<file path="src/pkg/acs_cfg.svh">
`ifndef ACS_CFG_SVH
`define ACS_CFG_SVH

// Register byte offsets on the APB
`define ACS_OFS_CRS 8'h00
`define ACS_OFS_CCS 8'h04
`define ACS_OFS_RLO 8'h08
`define ACS_OFS_RHI 8'h0C
`define ACS_OFS_TRG 8'h10

// Reset values
`define ACS_CRS_RST 8'h00
`define ACS_CCS_RST 8'h00
`define ACS_TRG_RST 3'h0

// channel_reference_select fields
`define ACS_REF_HI 7
`define ACS_REF_LO 6
`define ACS_LADJ_BIT 5
`define ACS_MUX_HI 4

// converter_control_status fields
`define ACS_EN_BIT 7
`define ACS_SC_BIT 6
`define ACS_ATE_BIT 5
`define ACS_IF_BIT 4
`define ACS_IE_BIT 3
`define ACS_PS_HI 2

// Trigger register: trigger_source_select field
`define ACS_TS_HI 7
`define ACS_TS_LO 5

// Reference codes
`define ACS_REF_EXT 2'b00
`define ACS_REF_SUP 2'b01
`define ACS_REF_INT 2'b11

// Channel codes for internal inputs
`define ACS_MUX_BANDGAP 5'h1E
`define ACS_MUX_GROUND 5'h1F

// Conversion lengths in converter clock cycles
`define ACS_FIRST_CYC 5'd25
`define ACS_NORM_CYC 5'd13

`endif

</file>
<file path="src/pkg/acs_pkg.sv">
package acs_pkg;

  typedef enum logic [1:0] {
    ACS_IDLE = 2'b01,
    ACS_CONV = 2'b10
  } acs_state_t;

  typedef enum logic [1:0] {
    ACS_GAIN_1 = 2'h0,
    ACS_GAIN_10 = 2'h1,
    ACS_GAIN_200 = 2'h2
  } acs_gain_t;

endpackage : acs_pkg

</file>
<file path="src/core/acs_top.sv">
// Functional notes
// - Reference code: pin, supply, reserved, internal
// - Reference and channel changes wait for completion
// - Left-adjust bit reshapes readable result immediately
// - Codes 0 to 7 are single-ended inputs
// - Codes 8 to 15 are gained differential pairs
// - Upper codes: 1x pairs, bandgap, ground
// - Enable runs converter; clearing it aborts conversion
// - First conversion 25 cycles, later ones 13
// - Start bit reads one while converting
// - Auto-trigger starts on selected trigger rising edge
// - Complete flag set at every completion, even with result locked
// - Interrupt when flag, enable and global enable
// - Flag cleared by vector or writing one
// - Prescaler divides system clock by 2 to 128
// - Result byte layout depends on adjust bit
// - Low byte read locks result until high read
// - Differential results kept as two's complement
// - Free-running source never makes a trigger edge
`timescale 1ns/10ps
`include "acs_cfg.svh"
module acs_top
  import acs_pkg::*;
#(
  parameter int RES_W = 10,
  parameter int TRIG_N = 7
)
(
  input wire logic clk_sys,
  input wire logic sys_rst,
  input wire logic psel,
  input wire logic penable,
  input wire logic pwrite,
  input wire logic [7:0] paddr,
  input wire logic [31:0] pwdata,
  output logic [31:0] prdata,
  output logic pready,
  output logic pslverr,
  input wire logic [RES_W-1:0] sarData,
  input wire logic [TRIG_N-1:0] trigSources,
  input wire logic globalIrqEnable,
  input wire logic irqVectorAck,
  output logic convIrq,
  output logic converterOn,
  output logic sarStart,
  output logic sarTick,
  output logic refExtPin,
  output logic refSupply,
  output logic refInternal,
  output logic [2:0] muxPos,
  output logic [2:0] muxNeg,
  output logic diffMode,
  output acs_gain_t gainSel,
  output logic bandgapSel,
  output logic groundSel
);

  function automatic logic [15:0] acs_present(input logic [9:0] r, input logic la);
    acs_present = la ? {r, 6'h00} : {6'h00, r};
  endfunction : acs_present

  logic [31:0] prdata_reg, prdata_next;
  logic pready_reg, pready_next;
  logic pslverr_reg, pslverr_next;
  logic [7:0] crs_reg, crs_next;
  logic en_reg, en_next;
  logic ate_reg, ate_next;
  logic flag_reg, flag_next;
  logic ie_reg, ie_next;
  logic [2:0] ps_reg, ps_next;
  logic [2:0] ts_reg, ts_next;
  logic [9:0] result_reg, result_next;
  logic lock_reg, lock_next;
  logic firstPend_reg, firstPend_next;
  logic [4:0] len_reg, len_next;
  logic [4:0] tickCnt_reg, tickCnt_next;
  logic trigPrev_reg;
  logic irq_reg, irq_next;
  logic start_reg;
  logic [1:0] activeRef_reg, activeRef_next;
  logic [4:0] activeMux_reg, activeMux_next;
  acs_state_t state_reg, state_next;
  logic refExt_reg, refSup_reg, refInt_reg;
  logic [2:0] pos_reg, pos_next, neg_reg, neg_next;
  logic diff_reg, diff_next, bg_reg, bg_next, gnd_reg, gnd_next;
  acs_gain_t gain_reg, gain_next;

  logic done, wrCcs, busy, trigLevel, trigEdge, complete, start, blocked, freeRun, tick;
  logic [15:0] shown;

  // Registers answer one cycle into the access phase so prdata is a flop
  assign done = psel && penable && pready_reg;
  assign wrCcs = done && pwrite && paddr == `ACS_OFS_CCS;
  assign busy = state_reg == ACS_CONV;
  assign shown = acs_present(result_reg, crs_reg[`ACS_LADJ_BIT]);
  assign freeRun = ate_reg && ts_reg == 3'h0;
  // Source zero maps to a constant low, so no edge can appear from it
  assign trigLevel = (ts_reg == 3'h0) ? 1'b0 : trigSources[3'(ts_reg - 3'h1)];
  assign trigEdge = trigLevel && !trigPrev_reg;
  assign complete = busy && tick && tickCnt_reg == len_reg - 5'h01;
  // A pending low-byte read also blocks, since its data was sampled a cycle early
  assign blocked = lock_reg || (psel && !pwrite && paddr == `ACS_OFS_RLO);

  acs_prescaler u_prescaler (
    .clk_sys(clk_sys),
    .sys_rst(sys_rst),
    .run(en_reg),
    .clear(start),
    .prescaleSel(ps_reg),
    .tick(tick)
  );

  always_comb
  begin
    pready_next = psel && penable && !pready_reg;
    prdata_next = prdata_reg;
    pslverr_next = 1'b0;
    if (pready_next)
    begin
      prdata_next = 32'h0000_0000;
      unique case (paddr)
        `ACS_OFS_CRS: prdata_next[7:0] = crs_reg;
        `ACS_OFS_CCS: prdata_next[7:0] = {en_reg, busy, ate_reg, flag_reg, ie_reg, ps_reg};
        `ACS_OFS_RLO: prdata_next[7:0] = shown[7:0];
        `ACS_OFS_RHI: prdata_next[7:0] = shown[15:8];
        `ACS_OFS_TRG: prdata_next[7:0] = {ts_reg, 5'h00};
        default: pslverr_next = 1'b1;
      endcase
    end
  end

  always_comb
  begin
    crs_next = crs_reg;
    en_next = en_reg;
    ate_next = ate_reg;
    ie_next = ie_reg;
    ps_next = ps_reg;
    ts_next = ts_reg;
    lock_next = lock_reg;
    if (done && pwrite)
    begin
      unique case (paddr)
        `ACS_OFS_CRS: crs_next = pwdata[7:0];
        `ACS_OFS_CCS:
        begin
          en_next = pwdata[`ACS_EN_BIT];
          ate_next = pwdata[`ACS_ATE_BIT];
          ie_next = pwdata[`ACS_IE_BIT];
          ps_next = pwdata[`ACS_PS_HI:0];
        end
        `ACS_OFS_TRG: ts_next = pwdata[`ACS_TS_HI:`ACS_TS_LO];
        default: ;
      endcase
    end
    if (done && !pwrite && paddr == `ACS_OFS_RLO)
    begin
      lock_next = 1'b1;
    end
    if (done && !pwrite && paddr == `ACS_OFS_RHI)
    begin
      lock_next = 1'b0;
    end
  end

  always_comb
  begin
    state_next = state_reg;
    tickCnt_next = tickCnt_reg;
    len_next = len_reg;
    firstPend_next = firstPend_reg;
    result_next = result_reg;
    flag_next = flag_reg;
    activeRef_next = activeRef_reg;
    activeMux_next = activeMux_reg;
    start = 1'b0;
    if (en_next && !en_reg)
    begin
      firstPend_next = 1'b1;
    end
    if (busy && tick)
    begin
      tickCnt_next = tickCnt_reg + 5'h01;
    end
    if (wrCcs && pwdata[`ACS_IF_BIT] || irqVectorAck)
    begin
      flag_next = 1'b0;
    end
    if (complete)
    begin
      if (!blocked)
      begin
        result_next = sarData[9:0];
      end
      flag_next = 1'b1;
      state_next = ACS_IDLE;
    end
    // Busy writes of the start bit are ignored except in the completing cycle; zero writes do nothing
    if (en_next && (!busy || complete) &&
        ((wrCcs && pwdata[`ACS_SC_BIT]) || (ate_reg && trigEdge) || (complete && freeRun)))
    begin
      start = 1'b1;
      state_next = ACS_CONV;
      tickCnt_next = 5'h00;
      len_next = firstPend_next ? `ACS_FIRST_CYC : `ACS_NORM_CYC;
      firstPend_next = 1'b0;
    end
    if (!en_next)
    begin
      state_next = ACS_IDLE;
      tickCnt_next = 5'h00;
    end
    // Held through a conversion, sampled again only between conversions
    if (state_next == ACS_IDLE || start)
    begin
      activeRef_next = crs_reg[`ACS_REF_HI:`ACS_REF_LO];
      activeMux_next = crs_reg[`ACS_MUX_HI:0];
    end
    irq_next = flag_reg && ie_reg && globalIrqEnable;
  end

  always_comb
  begin
    pos_next = activeMux_reg[2:0];
    neg_next = 3'h0;
    diff_next = 1'b1;
    gain_next = ACS_GAIN_1;
    bg_next = 1'b0;
    gnd_next = 1'b0;
    unique case (activeMux_reg[4:3])
      2'b00: diff_next = 1'b0;
      2'b01:
      begin
        pos_next = {1'b0, activeMux_reg[2], activeMux_reg[0]};
        neg_next = activeMux_reg[2] ? 3'h2 : 3'h0;
        gain_next = activeMux_reg[1] ? ACS_GAIN_200 : ACS_GAIN_10;
      end
      2'b10: neg_next = 3'h1;
      2'b11:
      begin
        neg_next = 3'h2;
        if (activeMux_reg == `ACS_MUX_BANDGAP || activeMux_reg == `ACS_MUX_GROUND)
        begin
          diff_next = 1'b0;
          pos_next = 3'h0;
          neg_next = 3'h0;
          bg_next = activeMux_reg == `ACS_MUX_BANDGAP;
          gnd_next = activeMux_reg == `ACS_MUX_GROUND;
        end
      end
    endcase
  end

  always_ff @(posedge clk_sys or posedge sys_rst)
  begin
    if (sys_rst)
    begin
      prdata_reg <= 32'h0000_0000;
      pready_reg <= 1'b0;
      pslverr_reg <= 1'b0;
      crs_reg <= `ACS_CRS_RST;
      {en_reg, ate_reg, ie_reg} <= 3'h0;
      ps_reg <= 3'(`ACS_CCS_RST);
      ts_reg <= `ACS_TRG_RST;
      lock_reg <= 1'b0;
      state_reg <= ACS_IDLE;
      tickCnt_reg <= 5'h00;
      len_reg <= `ACS_NORM_CYC;
      firstPend_reg <= 1'b0;
      result_reg <= 10'h000;
      flag_reg <= 1'b0;
      irq_reg <= 1'b0;
      trigPrev_reg <= 1'b0;
      start_reg <= 1'b0;
      activeRef_reg <= 2'h0;
      activeMux_reg <= 5'h00;
      {refExt_reg, refSup_reg, refInt_reg} <= 3'h0;
      pos_reg <= 3'h0;
      neg_reg <= 3'h0;
      {diff_reg, bg_reg, gnd_reg} <= 3'h0;
      gain_reg <= ACS_GAIN_1;
    end
    else
    begin
      prdata_reg <= prdata_next;
      pready_reg <= pready_next;
      pslverr_reg <= pslverr_next;
      crs_reg <= crs_next;
      en_reg <= en_next;
      ate_reg <= ate_next;
      ie_reg <= ie_next;
      ps_reg <= ps_next;
      ts_reg <= ts_next;
      lock_reg <= lock_next;
      state_reg <= state_next;
      tickCnt_reg <= tickCnt_next;
      len_reg <= len_next;
      firstPend_reg <= firstPend_next;
      result_reg <= result_next;
      flag_reg <= flag_next;
      irq_reg <= irq_next;
      trigPrev_reg <= trigLevel;
      start_reg <= start;
      activeRef_reg <= activeRef_next;
      activeMux_reg <= activeMux_next;
      // Reserved code drives no reference at all
      refExt_reg <= activeRef_next == `ACS_REF_EXT;
      refSup_reg <= activeRef_next == `ACS_REF_SUP;
      refInt_reg <= activeRef_next == `ACS_REF_INT;
      pos_reg <= pos_next;
      neg_reg <= neg_next;
      diff_reg <= diff_next;
      gain_reg <= gain_next;
      bg_reg <= bg_next;
      gnd_reg <= gnd_next;
    end
  end

  assign prdata = prdata_reg;
  assign pready = pready_reg;
  assign pslverr = pslverr_reg;
  assign convIrq = irq_reg;
  assign converterOn = en_reg;
  assign sarStart = start_reg;
  assign sarTick = tick;
  assign refExtPin = refExt_reg;
  assign refSupply = refSup_reg;
  assign refInternal = refInt_reg;
  assign muxPos = pos_reg;
  assign muxNeg = neg_reg;
  assign diffMode = diff_reg;
  assign gainSel = gain_reg;
  assign bandgapSel = bg_reg;
  assign groundSel = gnd_reg;
endmodule : acs_top

</file>
<file path="src/core/acs_prescaler.sv">
`timescale 1ns/10ps
module acs_prescaler
  import acs_pkg::*;
(
  input wire logic clk_sys,
  input wire logic sys_rst,
  input wire logic run,
  input wire logic clear,
  input wire logic [2:0] prescaleSel,
  output logic tick
);

  logic [6:0] cnt_reg;
  logic [6:0] cnt_next;
  logic tick_reg;
  logic tick_next;
  logic [6:0] divM1;

  // Codes 0 and 1 both divide by two
  assign divM1 = (prescaleSel <= 3'h1) ? 7'h01 : 7'((8'h01 << prescaleSel) - 8'h01);

  always_comb
  begin
    cnt_next = cnt_reg;
    tick_next = 1'b0;
    if (!run || clear)
    begin
      cnt_next = 7'h00;
    end
    else if (cnt_reg == divM1)
    begin
      cnt_next = 7'h00;
      tick_next = 1'b1;
    end
    else
    begin
      cnt_next = cnt_reg + 7'h01;
    end
  end

  always_ff @(posedge clk_sys or posedge sys_rst)
  begin
    if (sys_rst)
    begin
      cnt_reg <= 7'h00;
      tick_reg <= 1'b0;
    end
    else
    begin
      cnt_reg <= cnt_next;
      tick_reg <= tick_next;
    end
  end

  assign tick = tick_reg;
endmodule : acs_prescaler

</file>
<file path="config.mk">
export PLATFORM = sky130hd
export DESIGN_NAME = acs_top
export DESIGN_NICKNAME = d
export VERILOG_FILES = /design/src/pkg/acs_pkg.sv /design/src/core/acs_top.sv /design/src/core/acs_prescaler.sv
export VERILOG_INCLUDE_DIRS = /design/src /design/src/pkg
export SDC_FILE = /design/constraint.sdc
export NUM_CORES = 1
export LEC_CHECK = 0
export CAP_MARGIN = 20
export CORE_MARGIN = 2
export CORE_UTILIZATION = 60
export CTS_BUF_LIST = sky130_fd_sc_hd__clkbuf_4
export DETAILED_ROUTE_END_ITERATION = 6
export DONT_BUFFER_PORTS = 1
export GPL_TIMING_DRIVEN = 0
export HOLD_SLACK_MARGIN = 0.12
export PLACE_DENSITY_LB_ADDON = 0.12
export SLEW_MARGIN = 0
export SYNTH_ARGS = -nofsm -noshare
export SYNTH_HDL_FRONTEND = slang
export SYNTH_SLANG_ARGS = --single-unit
export TNS_END_PERCENT = 20
</file>
<file path="constraint.sdc">
create_clock -name clk_sys -period 3.62 [get_ports clk_sys]
set_clock_uncertainty 0.1 [all_clocks]
set_input_delay 0.724 -clock clk_sys [delete_from_list [all_inputs] [get_ports clk_sys]]
set_output_delay 0.724 -clock clk_sys [all_outputs]
set_load 0.03 [all_outputs]
</file>
[After elaboration in Yosys (flattened, before gate mapping)]
Cells that the tools add are included.
Storage, ports and cells
  register bits: 84
  input port bits: 64
  output and inout bits: 52
  word-level logic and storage cells: 146
Cells by class
  add/subtract/negate cells: 5
  $lt $le $gt $ge: 2
  eq/ne operators: 16
  shift-type cells: 1
  mux-type cells: 42
  bitwise gates (word level): 1
  reduce and logical (&&, ||, !) cells: 47
Operators with widths (count)
  8-bit one-hot mux with 5 select lines: 1
  1-bit logical AND: 23
  7-bit two-way mux: 3
  1-bit two-way mux: 20
  5-bit two-way mux: 4
  8-bit by 4-bit equality test with 1-bit output (second input constant): 2
  16-bit two-way mux: 1
  2-bit two-way mux: 8
  5-bit equality test (second input constant): 2
  2-bit equality test (second input constant): 4
  8-bit by 3-bit equality test with 1-bit output (second input constant): 1
  8-bit by 5-bit equality test with 1-bit output (second input constant): 1
  8-bit logical NOT: 1
  1-bit logical OR: 8
  2-bit AND reduction: 4
  7-bit by 1-bit adder with 7-bit output (second input constant): 1
  7-bit equality test: 1
  1-bit by 3-bit left shift with 7-bit output (first input constant): 1
  7-bit by 1-bit subtractor with 7-bit output (second input constant): 1
  2-bit by 1-bit equality test with 1-bit output (second input constant): 3
  2-bit one-hot mux with 3 select lines: 1
  3-bit one-hot mux with 2 select lines: 1
  5-bit by 1-bit adder with 5-bit output (second input constant): 1
  5-bit equality test: 1
  14 further kinds: 20

[Longest topological paths before layout]
Gate-level depths: netlist (run 1).
  depth in word-level cells: 15
  gate-level depth with buffers: 11
  mapped depth without buffers: 9

[Hierarchy]
A second synthesis (run 1) with hierarchy kept.
Second synthesis, totals
  cell total of the unflattened synthesis: 382
  area, all modules: 4152.7 um2
Modules (own cells, without submodules)
  acs_top: instances 1, cells each 317, area each 3552.2 um2, seq. area each 1804.2 um2
  acs_prescaler: instances 1, cells each 65, area each 600.6 um2, seq. area each 200.2 um2

[Least setup slack after synthesis (run 1)]
Ideal clock, no wire load.
  path type: input-to-reg
  start point: input paddr[0]
  end point: register result_reg[0]
  arrival time: 2286 ps
  required time: 3395 ps
  slack: 1109 ps
  cell stages on the path: 6
  cell sequence: or4_4 nor3_4 nand2_2 nor4b_4 nor3_4 mux2_2
Between the ends
  cells in the longest elaborated chain, start to end: 5
Ends and longest elaborated chain
  start: declaration: RTL line acs_top.sv:34  | input wire logic [7:0] paddr,
  8-bit by 4-bit equality test with 1-bit output
  1-bit logical AND (no source line)
  1-bit logical OR: RTL line acs_top.sv:102  | assign blocked = lock_reg || (psel && !pwrite && paddr == `ACS_OFS_RLO);
  1-bit inverter (no source line)
  2-bit AND reduction (no source line)
  end signal: assignment: RTL line acs_top.sv:299  | result_reg <= result_next;
  end: declaration: RTL line acs_top.sv:72  | logic [9:0] result_reg, result_next;
No other way between the ends.
A chain may end at the register's enable or synchronous reset.

[Final worst setup path (run 1)]
  start point: register ps_reg[1]
  end point: register u_prescaler.cnt_reg[2]
Between the ends
  cells in the longest elaborated chain, start to end: 6
Ends and longest elaborated chain
  start: declaration: RTL line acs_top.sv:70  | logic [2:0] ps_reg, ps_next;
  start signal: assignment: RTL line acs_top.sv:263  | ps_reg <= 3'(`ACS_CCS_RST);
  start signal: assignment: RTL line acs_top.sv:292  | ps_reg <= ps_next;
  1-bit by 3-bit left shift with 7-bit output: RTL line acs_prescaler.sv:20  | assign divM1 = (prescaleSel <= 3'h1) ? 7'h01 : 7'((8'h01 << prescaleSel) - 8'h01);
  7-bit by 1-bit subtractor with 7-bit output: RTL line acs_prescaler.sv:20
  7-bit two-way mux *: RTL line acs_prescaler.sv:20
  7-bit equality test *: RTL line acs_prescaler.sv:30  | else if (cnt_reg == divM1)
  7-bit two-way mux *: RTL line acs_prescaler.sv:30
  7-bit two-way mux *: RTL line acs_prescaler.sv:26  | if (!run || clear)
  named net u_prescaler.cnt_next[2]: RTL line acs_prescaler.sv:14  | logic [6:0] cnt_next;
  end signal: assignment: RTL line acs_prescaler.sv:50  | cnt_reg <= cnt_next;
  end: declaration: RTL line acs_prescaler.sv:13  | logic [6:0] cnt_reg;
Mark *: on every way through the listed nets, which the timed path passes. The rest lies on a longest branch.

==> results_dict.tcl, run 1 <==
set metrics [dict create \
    status "completed" \
    grt-ovfl-total 0 \
    end_kind "flop" \
    setup_viol 0 \
    routed-via-count 2865 \
    crit_path_start "ps_reg[1]" \
    grt_max_degree 70 \
    dr.first_iter.drc_count 128 \
    drc_errors 0 \
    place_ws_ns 0.7984 \
    arrival_ns 3.01 \
    fin_ws_ns 0.7944 \
    cp_common_cell "clkbuf_1" \
    synth_area_leaders "dfrtp_1 (46%), mux2_2 (5.9%), buf_4 (4.5%)" \
    seq_area_frac_synth_pct 47.72 \
    top_level_ports 116 \
    final_layout_size_suffix_gt1_share_pct 22.84 \
    num_rows 30 \
    max_slew.worst_pin.slew_ns 0.5964 \
    antenna_left 0 \
    fmax_mhz 353.9 \
    post-route-min-period_ns 2.826 \
    hold_violations 0 \
    worstHoldStart "pwrite" \
    yosys_warnings 0 \
    track_usage_pct 23.32 \
    dr.pass1.iters 4 \
    portBuffers 0 \
    slew_headroom_pct 59.91 \
    grt_pass1_vias 2865 \
    cts-htree-levels 3 \
    core_um2 6794 \
    hold_path.class "primary input to flop" \
    hold_buffers 1 \
    cts.repair.resized 0 \
    synth_top_area_cell "dfrtp_1" \
    initial_core_util_pct 61.82 \
    slew_violations 0 \
    crit_family "compound AO/OA/AOI/OAI gates" \
    grt_first_pass_wirelength_um 13710 \
    post-route-util_pct 67.29 \
    dpl.hpwl_um 6124 \
    drv_cap 0 \
    synthFlopType "dfrtp_1" \
    syn2layout_area_growth_pct 8.847 \
    wl_per_cell_um 15.60 \
    routed_wl_um 8220 \
    crit_buf_inv 2 \
    path_cells "clkbuf_1, or3_1, ha_1, clkbuf_1, xnor2_1, mux2_2, o21ai_0, o2111ai_1, o211ai_1, nor2_1" \
    placed_area_um2 4441 \
    nets 494 \
    worstReg2RegStart "ps_reg[1]" \
    synth_area_per_cell_um2 10.85 \
    final.period_utilization_pct 78.06 \
    setup.worst_path.start_class "flop" \
    yosys.cell_types.count 69 \
    die_w_um 87.67 \
    cts_made_buffers 9 \
    synth-async-reset-ratio_pct 100.0 \
    crit_slowest_cell "dfrtp_1" \
    clkLatencyLatePin_ns 0.42 \
    tritoncts "done" \
    netlist_instances 387 \
    cts_setup_buffers 0 \
    leakage_nw 2.129 \
    clk_path_buf_depth 2 \
    clkSinkCount 80 \
    synth_edf_count 0 \
    p_per_area_nw_per_um2 331.3 \
    final_area_um2 4572 \
    clk_pin_slew_ns 0.13 \
    rsz0062_at_grt "false" \
    total_power_mw 1.515 \
    max_stage_delay_ns 0.44 \
    chipHeight_um 87.67 \
    netlist_area_um2 4200 \
    globalplace.congestion 0.8470 \
    cp.required_ns 3.80 \
    grt_antenna_before_repair 2 \
    path_class "flop to flop" \
    ir_drop_v 0.0002408 \
    synth_top_area_share_pct 46.47 \
    cts_root_buf "clkbuf_4" \
    cp_max_fo 10 \
    die_area_um2 7686 \
    ys_seq_elements 80 \
    largest_reg_flops 10 \
    routed_via_density 5.436 \
]
Yosys cell counts (5+ instances only):
master and count:
clkbuf_1 7, ha_1 6, mux2_2 22, o21ai_0 18, inv_1 13, nand2b_1 6, xnor2_1 6, nand3_1 7
and2_1 5, a21oi_1 5, nor2_1 34, nand2_1 37, mux2i_1 9, buf_4 25, dfrtp_1 78, xor2_1 9
mux2_4 8
cell type report:
class / instances / area [µm²]
fillers: 543 / 2222
flip-flops and latches: 80 / 2004
multi-input cells: 279 / 1986
plain buffers: 38 / 247.7
well taps: 96 / 120.1
clock buffers: 11 / 82.58
inverters: 14 / 55.05
repair buffers: 2 / 37.54
clock inverters: 5 / 33.78
diodes: 2 / 5.005
metrics by stage:
step / setup TNS [ns] / instances / hold WS (ns)
2_1_floorplan: 0 / 411 / 0.3379
3_3_place_gp: -4.262 / 507 / 0.3573
3_5_place_dp: 0 / 508 / 0.3716
4_1_cts: 0 / 525 / 0.2569
5_1_grt: 0 / 527 / 0.2488
6_report: 0 / 527 / 0.2815
final timing paths:
check / slack, ns / depth (start not counted) / end
max in group asynchronous: 2.21 / 3 / len_reg[2]
worst min-delay path: 0.28 / 1 / lock_reg
worst max register to register: 0.79 / 10 / u_prescaler.cnt_reg[2]
worst max-delay path: 0.79 / 10 / u_prescaler.cnt_reg[2]
worst min register to register: 0.38 / 1 / bandgapSel
min in group asynchronous: 0.59 / 2 / muxPos[0]
report_power, final:
group / leakage [nW] / switching, mW / internal [mW]
clock network: 0.0629 / 0.293 / 0.155
logic: 0.998 / 0.0801 / 0.0449
registers: 1.07 / 0.0316 / 0.909
total: 2.13 / 0.405 / 1.11
layer usage:
layer	vias to the layer above	GRT usage [%]	part of all wire (%)
met2	89	36.71	48
met3	15	7.823	7.0
met4	0	8.951	2.4
met1	1371	30.04	43
met5	-	0	0
li1	1390	-	-
cells by family (layout without fill, tap and decap cells):
| family | Yosys count | after routing | synth area share (%) |
|---|---|---|---|
| simple gates | 129 | 129 | 17.10 |
| flops | 80 | 80 | 47.72 |
| compound gates | 62 | 62 | 10.99 |
| buf+inv | 52 | 70 | 7.149 |
| mux | 42 | 42 | 12.03 |
| xor+xnor | 15 | 15 | 3.128 |
| fa+ha+maj | 6 | 6 | 1.787 |
| other cells | 1 | 27 | 0.08928 |
cell usage in the layout (no fill, tap or decap), types with 4 or more instances in the layout:
| cell type | Yosys | final |
|---|---|---|
| mux2_4 | 8 | 8 |
| xor2_1 | 9 | 9 |
| ha_1 | 6 | 6 |
| mux2i_1 | 9 | 9 |
| a21oi_1 | 5 | 5 |
| nor2_1 | 34 | 34 |
| xnor2_1 | 6 | 6 |
| clkbuf_4 | 0 | 11 |
| o21ai_0 | 18 | 18 |
| buf_4 | 25 | 25 |
| a22oi_1 | 4 | 4 |
| nand2_1 | 37 | 37 |
| conb_1 | 1 | 25 |
| and2_1 | 5 | 5 |
| and3_1 | 4 | 4 |
| nand3_1 | 7 | 7 |
| mux2_2 | 22 | 22 |
| nand2b_1 | 6 | 6 |
| clkbuf_1 | 7 | 7 |
| inv_1 | 13 | 12 |
| a221oi_1 | 4 | 4 |
| nor2b_1 | 4 | 4 |
| dfrtp_1 | 78 | 78 |
Power figures use the tool's default switching activity.
==> run 2, diff against run 1 <==
--- a/config.mk
+++ b/config.mk
@@ -6,6 +6,7 @@
 export SDC_FILE = /design/constraint.sdc
 export NUM_CORES = 1
 export LEC_CHECK = 0
+export ABC_AREA = 1
 export CAP_MARGIN = 20
 export CORE_MARGIN = 2
 export CORE_UTILIZATION = 60
==> constraint.sdc (replaced) <==
create_clock -name clk_sys -period 2.3 [get_ports clk_sys]
set_clock_uncertainty 0.1 [all_clocks]
set_input_delay 0.46 -clock clk_sys [delete_from_list [all_inputs] [get_ports clk_sys]]
set_output_delay 0.46 -clock clk_sys [all_outputs]
set_load 0.03 [all_outputs]
==> results_dict.tcl, run 2 <==
set metrics [dict create \
    post-route-util_pct 71.01 \
    end_kind "flop" \
    clk_path_buf_depth 2 \
    setup.worst_path.start_class "flop" \
    wl_per_cell_um 13.22 \
    seqCellArea_um2 2009 \
    grt_antenna_before_repair 0 \
    synthTopCellsByCount "nand2_1 (100), dfrtp_1 (78), inv_1 (56)" \
    hold_violations 0 \
    diodes 0 \
    fillers 542 \
    largest_reg_flops 10 \
    leakage_nw 2.398 \
    path_class "flop to flop" \
    slew_headroom_pct 48.32 \
    synth_area_leaders "dfrtp_1 (48%), nand2_1 (9.1%), inv_1 (5.1%)" \
    synth-async-reset-ratio_pct 100.0 \
    drv_cap 0 \
    final_common_cell "nand2_1" \
    synth_top_area_cell "dfrtp_1" \
    yosys.cell_types.count 42 \
    fmax_mhz 476.5 \
    globalplace.congestion 0.8890 \
    syn2layout_area_growth_pct 16.18 \
    rsz0062_at_grt "false" \
    layout_common_cells "nand2_1 (100), dfrtp_1 (74), inv_1 (55)" \
    ir_drop_v 0.0004903 \
    track_usage_pct 23.65 \
    netlist_area_um2 4106 \
    crit_buf_inv 1 \
    synth_edf_count 0 \
    yosys_warnings 0 \
    ys_seq_elements 80 \
    chipHeight_um 86.73 \
    arrival_ns 2.35 \
    grt_pass1_vias 3145 \
    dr.first_iter.drc_count 125 \
    initial_core_util_pct 61.12 \
    final_layout_size_suffix_gt1_share_pct 18.48 \
    nets 606 \
    routed-via-count 3140 \
    num_rows 30 \
    multiInputGateArea_um2 1739 \
    path_cells "nor2_2, nand2_1, ha_2, xnor2_2, nand3_1, o21ai_0, xor2_1, inv_1, nand4_1, nand3_2, nor2_1" \
    status "completed" \
    portBuffers 0 \
    max_stage_delay_ns 0.47 \
    synthFlopType "dfrtp_1" \
    setup_viol 0 \
    seq_area_frac_synth_pct 48.81 \
    top_level_ports 116 \
    die_area_um2 7522 \
    post-route-min-period_ns 2.099 \
    clkSinkCount 80 \
    routed_wl_um 8210 \
    final.setup.tns_ns 0 \
    antenna_left 0 \
    hold_path.class "primary input to flop" \
    cts_root_buf "clkbuf_4" \
    core_um2 6719 \
    tritoncts "done" \
    final.period_utilization_pct 91.25 \
    dr_wl_met3_um 450 \
    routed_via_density 5.056 \
    die_w_um 86.73 \
    grt-ovfl-total 0 \
    crit_family "simple AND/OR/NAND/NOR gates" \
    drc_errors 0 \
    dr.max_layer_used "met4" \
    p_per_area_nw_per_um2 716.8 \
    cp_max_fo 6 \
    wl_met1_um 3458 \
    grt_first_pass_wirelength_um 13960 \
    cts_made_buffers 9 \
    synth_area_per_cell_um2 8.700 \
    slew_violations 0 \
    clk_pin_slew_ns 0.13 \
    cp.required_ns 2.56 \
    dr.pass1.iters 4 \
    wl_met2_um 4158 \
    dpl.hpwl_um 6110 \
    clkLatencyLatePin_ns 0.42 \
    crit_slowest_cell "dfrtp_2" \
    synth_top_area_share_pct 47.53 \
    yosysMostFrequentCell "nand2_1" \
    netlist_instances 472 \
    cts-htree-levels 3 \
    grt_max_degree 45 \
    max_slew.worst_pin.slew_ns 0.7736 \
]
==> run 2: logic make-up (layout without fill, tap and decap cells) <==
logic type	count (synthesis)	in the layout	share of synthesized area [%]
and+or+nand+nor	212	212	24.07
buffers and inverters	93	138	11.52
DFF	80	80	48.81
AOI/OAI and AO/OA	58	58	7.953
xor gates and xnor gates	14	14	2.986
muxes	8	8	2.742
adders and majority gates	6	6	1.828
other	1	25	0.09132
==> run 2: where the power goes <==
part | switching [mW] | internal [mW]
registers | 0.181 | 1.59
clock network | 0.484 | 0.450
logic | 0.386 | 0.331
total | 1.05 | 2.37
==> run 2: cell type report <==
type | instances | share of cell area (%)
plain buffers | 31 | 4.878
clock buffers | 10 | 1.574
clock inverters | 6 | 1.783
inverters | 62 | 5.114
well taps | 80 | 2.098
multi-input cells | 323 | 36.45
repair buffers | 29 | 5.980
flip-flops and latches | 80 | 42.12
==> run 2: metrics by stage <==
step	cells	cell area, µm²	setup slack (ns)	hold slack (ns)	total power, mW
5_1_grt	621	4771	0.01032	0.1513	3.602
6_report	621	4771	0.2014	0.1642	3.420
2_1_floorplan	496	4200	0.3982	0.3111	2.297
3_5_place_dp	577	4320	0.09643	0.3230	2.436
4_1_cts	613	4681	0.07076	0.1221	3.384
3_3_place_gp	576	4300	0.1922	0.3201	2.403
==> run 2: repair_timing <==
item | CTS | global route
hold buffers | 20 | 2
resized for setup | 0 | 10
setup endpoints to repair | 0 | 23
hold endpoints to repair | 57 | 4
setup buffers | 0 | 6
==> run 2: worst paths after layout <==
path	start	to	slack, ns	depth (start not counted)
max	ps_reg[2]	u_prescaler.cnt_reg[4]	0.20	11
min	pwdata[7]	crs_reg[7]	0.16	2
max reg2reg	ps_reg[2]	u_prescaler.cnt_reg[4]	0.20	11
min reg2reg	activeMux_reg[0]	bandgapSel	0.35	1
max in group asynchronous	sys_rst	len_reg[2]	0.86	3
min in group asynchronous	sys_rst	refInternal	0.54	2
==> run 2: routing by layer <==
layer  up-vias  global-route usage, %
li1       1592                      -
met1      1449                  28.96
met2        85                  40.56
met3        14                  6.000
met4         0                  8.381
met5         -                      0
==> run 3, diff against run 2 <==
--- a/config.mk
+++ b/config.mk
@@ -9,7 +9,7 @@
 export ABC_AREA = 1
 export CAP_MARGIN = 20
 export CORE_MARGIN = 2
-export CORE_UTILIZATION = 60
+export CORE_UTILIZATION = 38
 export CTS_BUF_LIST = sky130_fd_sc_hd__clkbuf_4
 export DETAILED_ROUTE_END_ITERATION = 6
 export DONT_BUFFER_PORTS = 1
==> results_dict.tcl, run 3 (synthesized netlist as in run 2, its figures left out) <==
set metrics [dict create \
    status "completed" \
    nets 603 \
    p_sw_mw 1.040 \
    diodes 0 \
    num_rows 37 \
    routed_wl_um 8840 \
    dr.pass1.iters 4 \
    clkLatencyLatePin_ns 0.43 \
    cts-htree-levels 3 \
    cts_made_buffers 9 \
    top_level_ports 116 \
    routed_via_density 4.653 \
    antenna_left 0 \
    pwr-share-comb_pct 20.5 \
    cts_root_buf "clkbuf_4" \
    end_kind "flop" \
    rsz0062_at_grt "false" \
    clk_path_buf_depth 2 \
    wl_per_cell_um 13.12 \
    seqCellArea_um2 2008 \
    path_class "flop to flop" \
    setup.worst_path.start_class "flop" \
    grt-ovfl-total 0 \
    post-route-min-period_ns 2.104 \
    routed-via-count 3136 \
    track_usage_pct 16.53 \
    grt_antenna_before_repair 0 \
    final.period_utilization_pct 91.48 \
    cp.required_ns 2.54 \
    hold_violations 0 \
    ir_drop_v 0.0003665 \
    p_int_mw 2.232 \
    worst-r2r-cell-count 9 \
    final_layout_size_suffix_gt1_share_pct 17.29 \
    globalplace.congestion 0.8107 \
    slew_headroom_pct 43.73 \
    arrival_ns 2.35 \
    multiInputGateArea_um2 1729 \
    clk_pin_slew_ns 0.13 \
    final_common_cell "nand2_1" \
    max_slew.worst_pin.slew_ns 0.8423 \
    hold_path.class "primary input to flop" \
    grt_pass1_vias 3144 \
    p_per_area_nw_per_um2 684.6 \
    tritoncts "done" \
    seq_power_share_pct 54.0 \
    cp_max_fo 10 \
    drv_cap 0 \
    dpl.hpwl_um 6636 \
    final_area_um2 4780 \
    portBuffers 0 \
    syn2layout_area_growth_pct 16.39 \
    core_um2 10420 \
    final.setup.tns_ns 0 \
    clkSinkCount 80 \
    grt_first_pass_wirelength_um 15060 \
    chipHeight_um 108.0 \
    leakage_nw 2.378 \
    clkPwrFrac_pct 25.5 \
    initial_core_util_pct 39.42 \
    drc_errors 0 \
    fillers 1035 \
    placed_area_um2 4390 \
    sw_frac_of_total_pct 31.78 \
    fmax_mhz 475.3 \
    die_w_um 108.0 \
    fin_hold_ws_ns 0.1407 \
    setup_viol 0 \
    dr.first_iter.drc_count 95 \
    grt_max_degree 44 \
    layout_common_cells "nand2_1 (100), dfrtp_1 (75), inv_1 (54)" \
    largest_reg_flops 10 \
    slew_violations 0 \
    die_area_um2 11650 \
    min_delay_path_depth 2 \
]
## run 3: worst max-delay path, stage by stage, from the launching register on
cell	delay [ns]
dfrtp_1	0.57
nand3_1	0.17
nor2_2	0.31
nand3_2	0.17
nand2_2	0.13
nor2_2	0.04
nand2_2	0.08
buf_6	0.16
nand3_2	0.15
nor2_1	0.13
## run 3: worst paths after layout
kind / from / end / slack (ns)
hold / removal: pwdata[5] / crs_reg[5] / 0.14
min in group asynchronous: sys_rst / sarStart / 0.55
setup / recovery: pready / u_prescaler.cnt_reg[5] / 0.20
hold reg to reg: activeMux_reg[0] / bandgapSel / 0.36
setup reg to reg: pready / u_prescaler.cnt_reg[5] / 0.20
max in group asynchronous: sys_rst / ts_reg[0] / 0.86
## run 3: final cells by class
type / count / share of cell area [%]
plain buffers: 31 / 4.869
clock buffers: 10 / 1.571
clock inverters: 6 / 1.257
inverters: 62 / 5.105
multi-input cells: 323 / 36.18
flip-flops and latches: 80 / 42.02
well taps: 136 / 3.560
repair buffers: 26 / 5.445
## run 3: metrics by stage
stage	utilization, %	total power [mW]	std cells	setup slack (ns)
floorplan	-	2.297	496	0.3982
global placement	41.96	2.423	632	0.1651
detailed placement	42.15	2.442	633	0.08749
CTS	45.37	3.312	669	0.05258
global route	45.89	3.488	674	0.02152
finish	45.89	3.272	674	0.1960
## run 3: metal layers
| metal | global-route usage [%] | wire length, µm | vias to the layer above |
|---|---|---|---|
| met5 | 0 | 0 | - |
| met4 | 6.685 | 190 | 0 |
| met3 | 3.376 | 473 | 18 |
| met2 | 26.68 | 4030 | 82 |
| met1 | 21.77 | 4145 | 1446 |
| li1 | - | - | 1590 |
## run 3: power groups by stage
stage	registers (mW)	logic, mW	clock network [mW]
floorplan	1.75	0.552	0
global placement	1.79	0.629	0
detailed placement	1.80	0.645	0
CTS	1.77	0.676	0.867
global route	1.80	0.775	0.914
finish	1.77	0.671	0.833
## run 3: what timing repair did
action	in CTS	in global routing
setup endpoints to repair	0	25
setup buffers	0	4
endpoints found under the hold margin	56	1
hold buffers	20	1
gates resized for setup	0	6
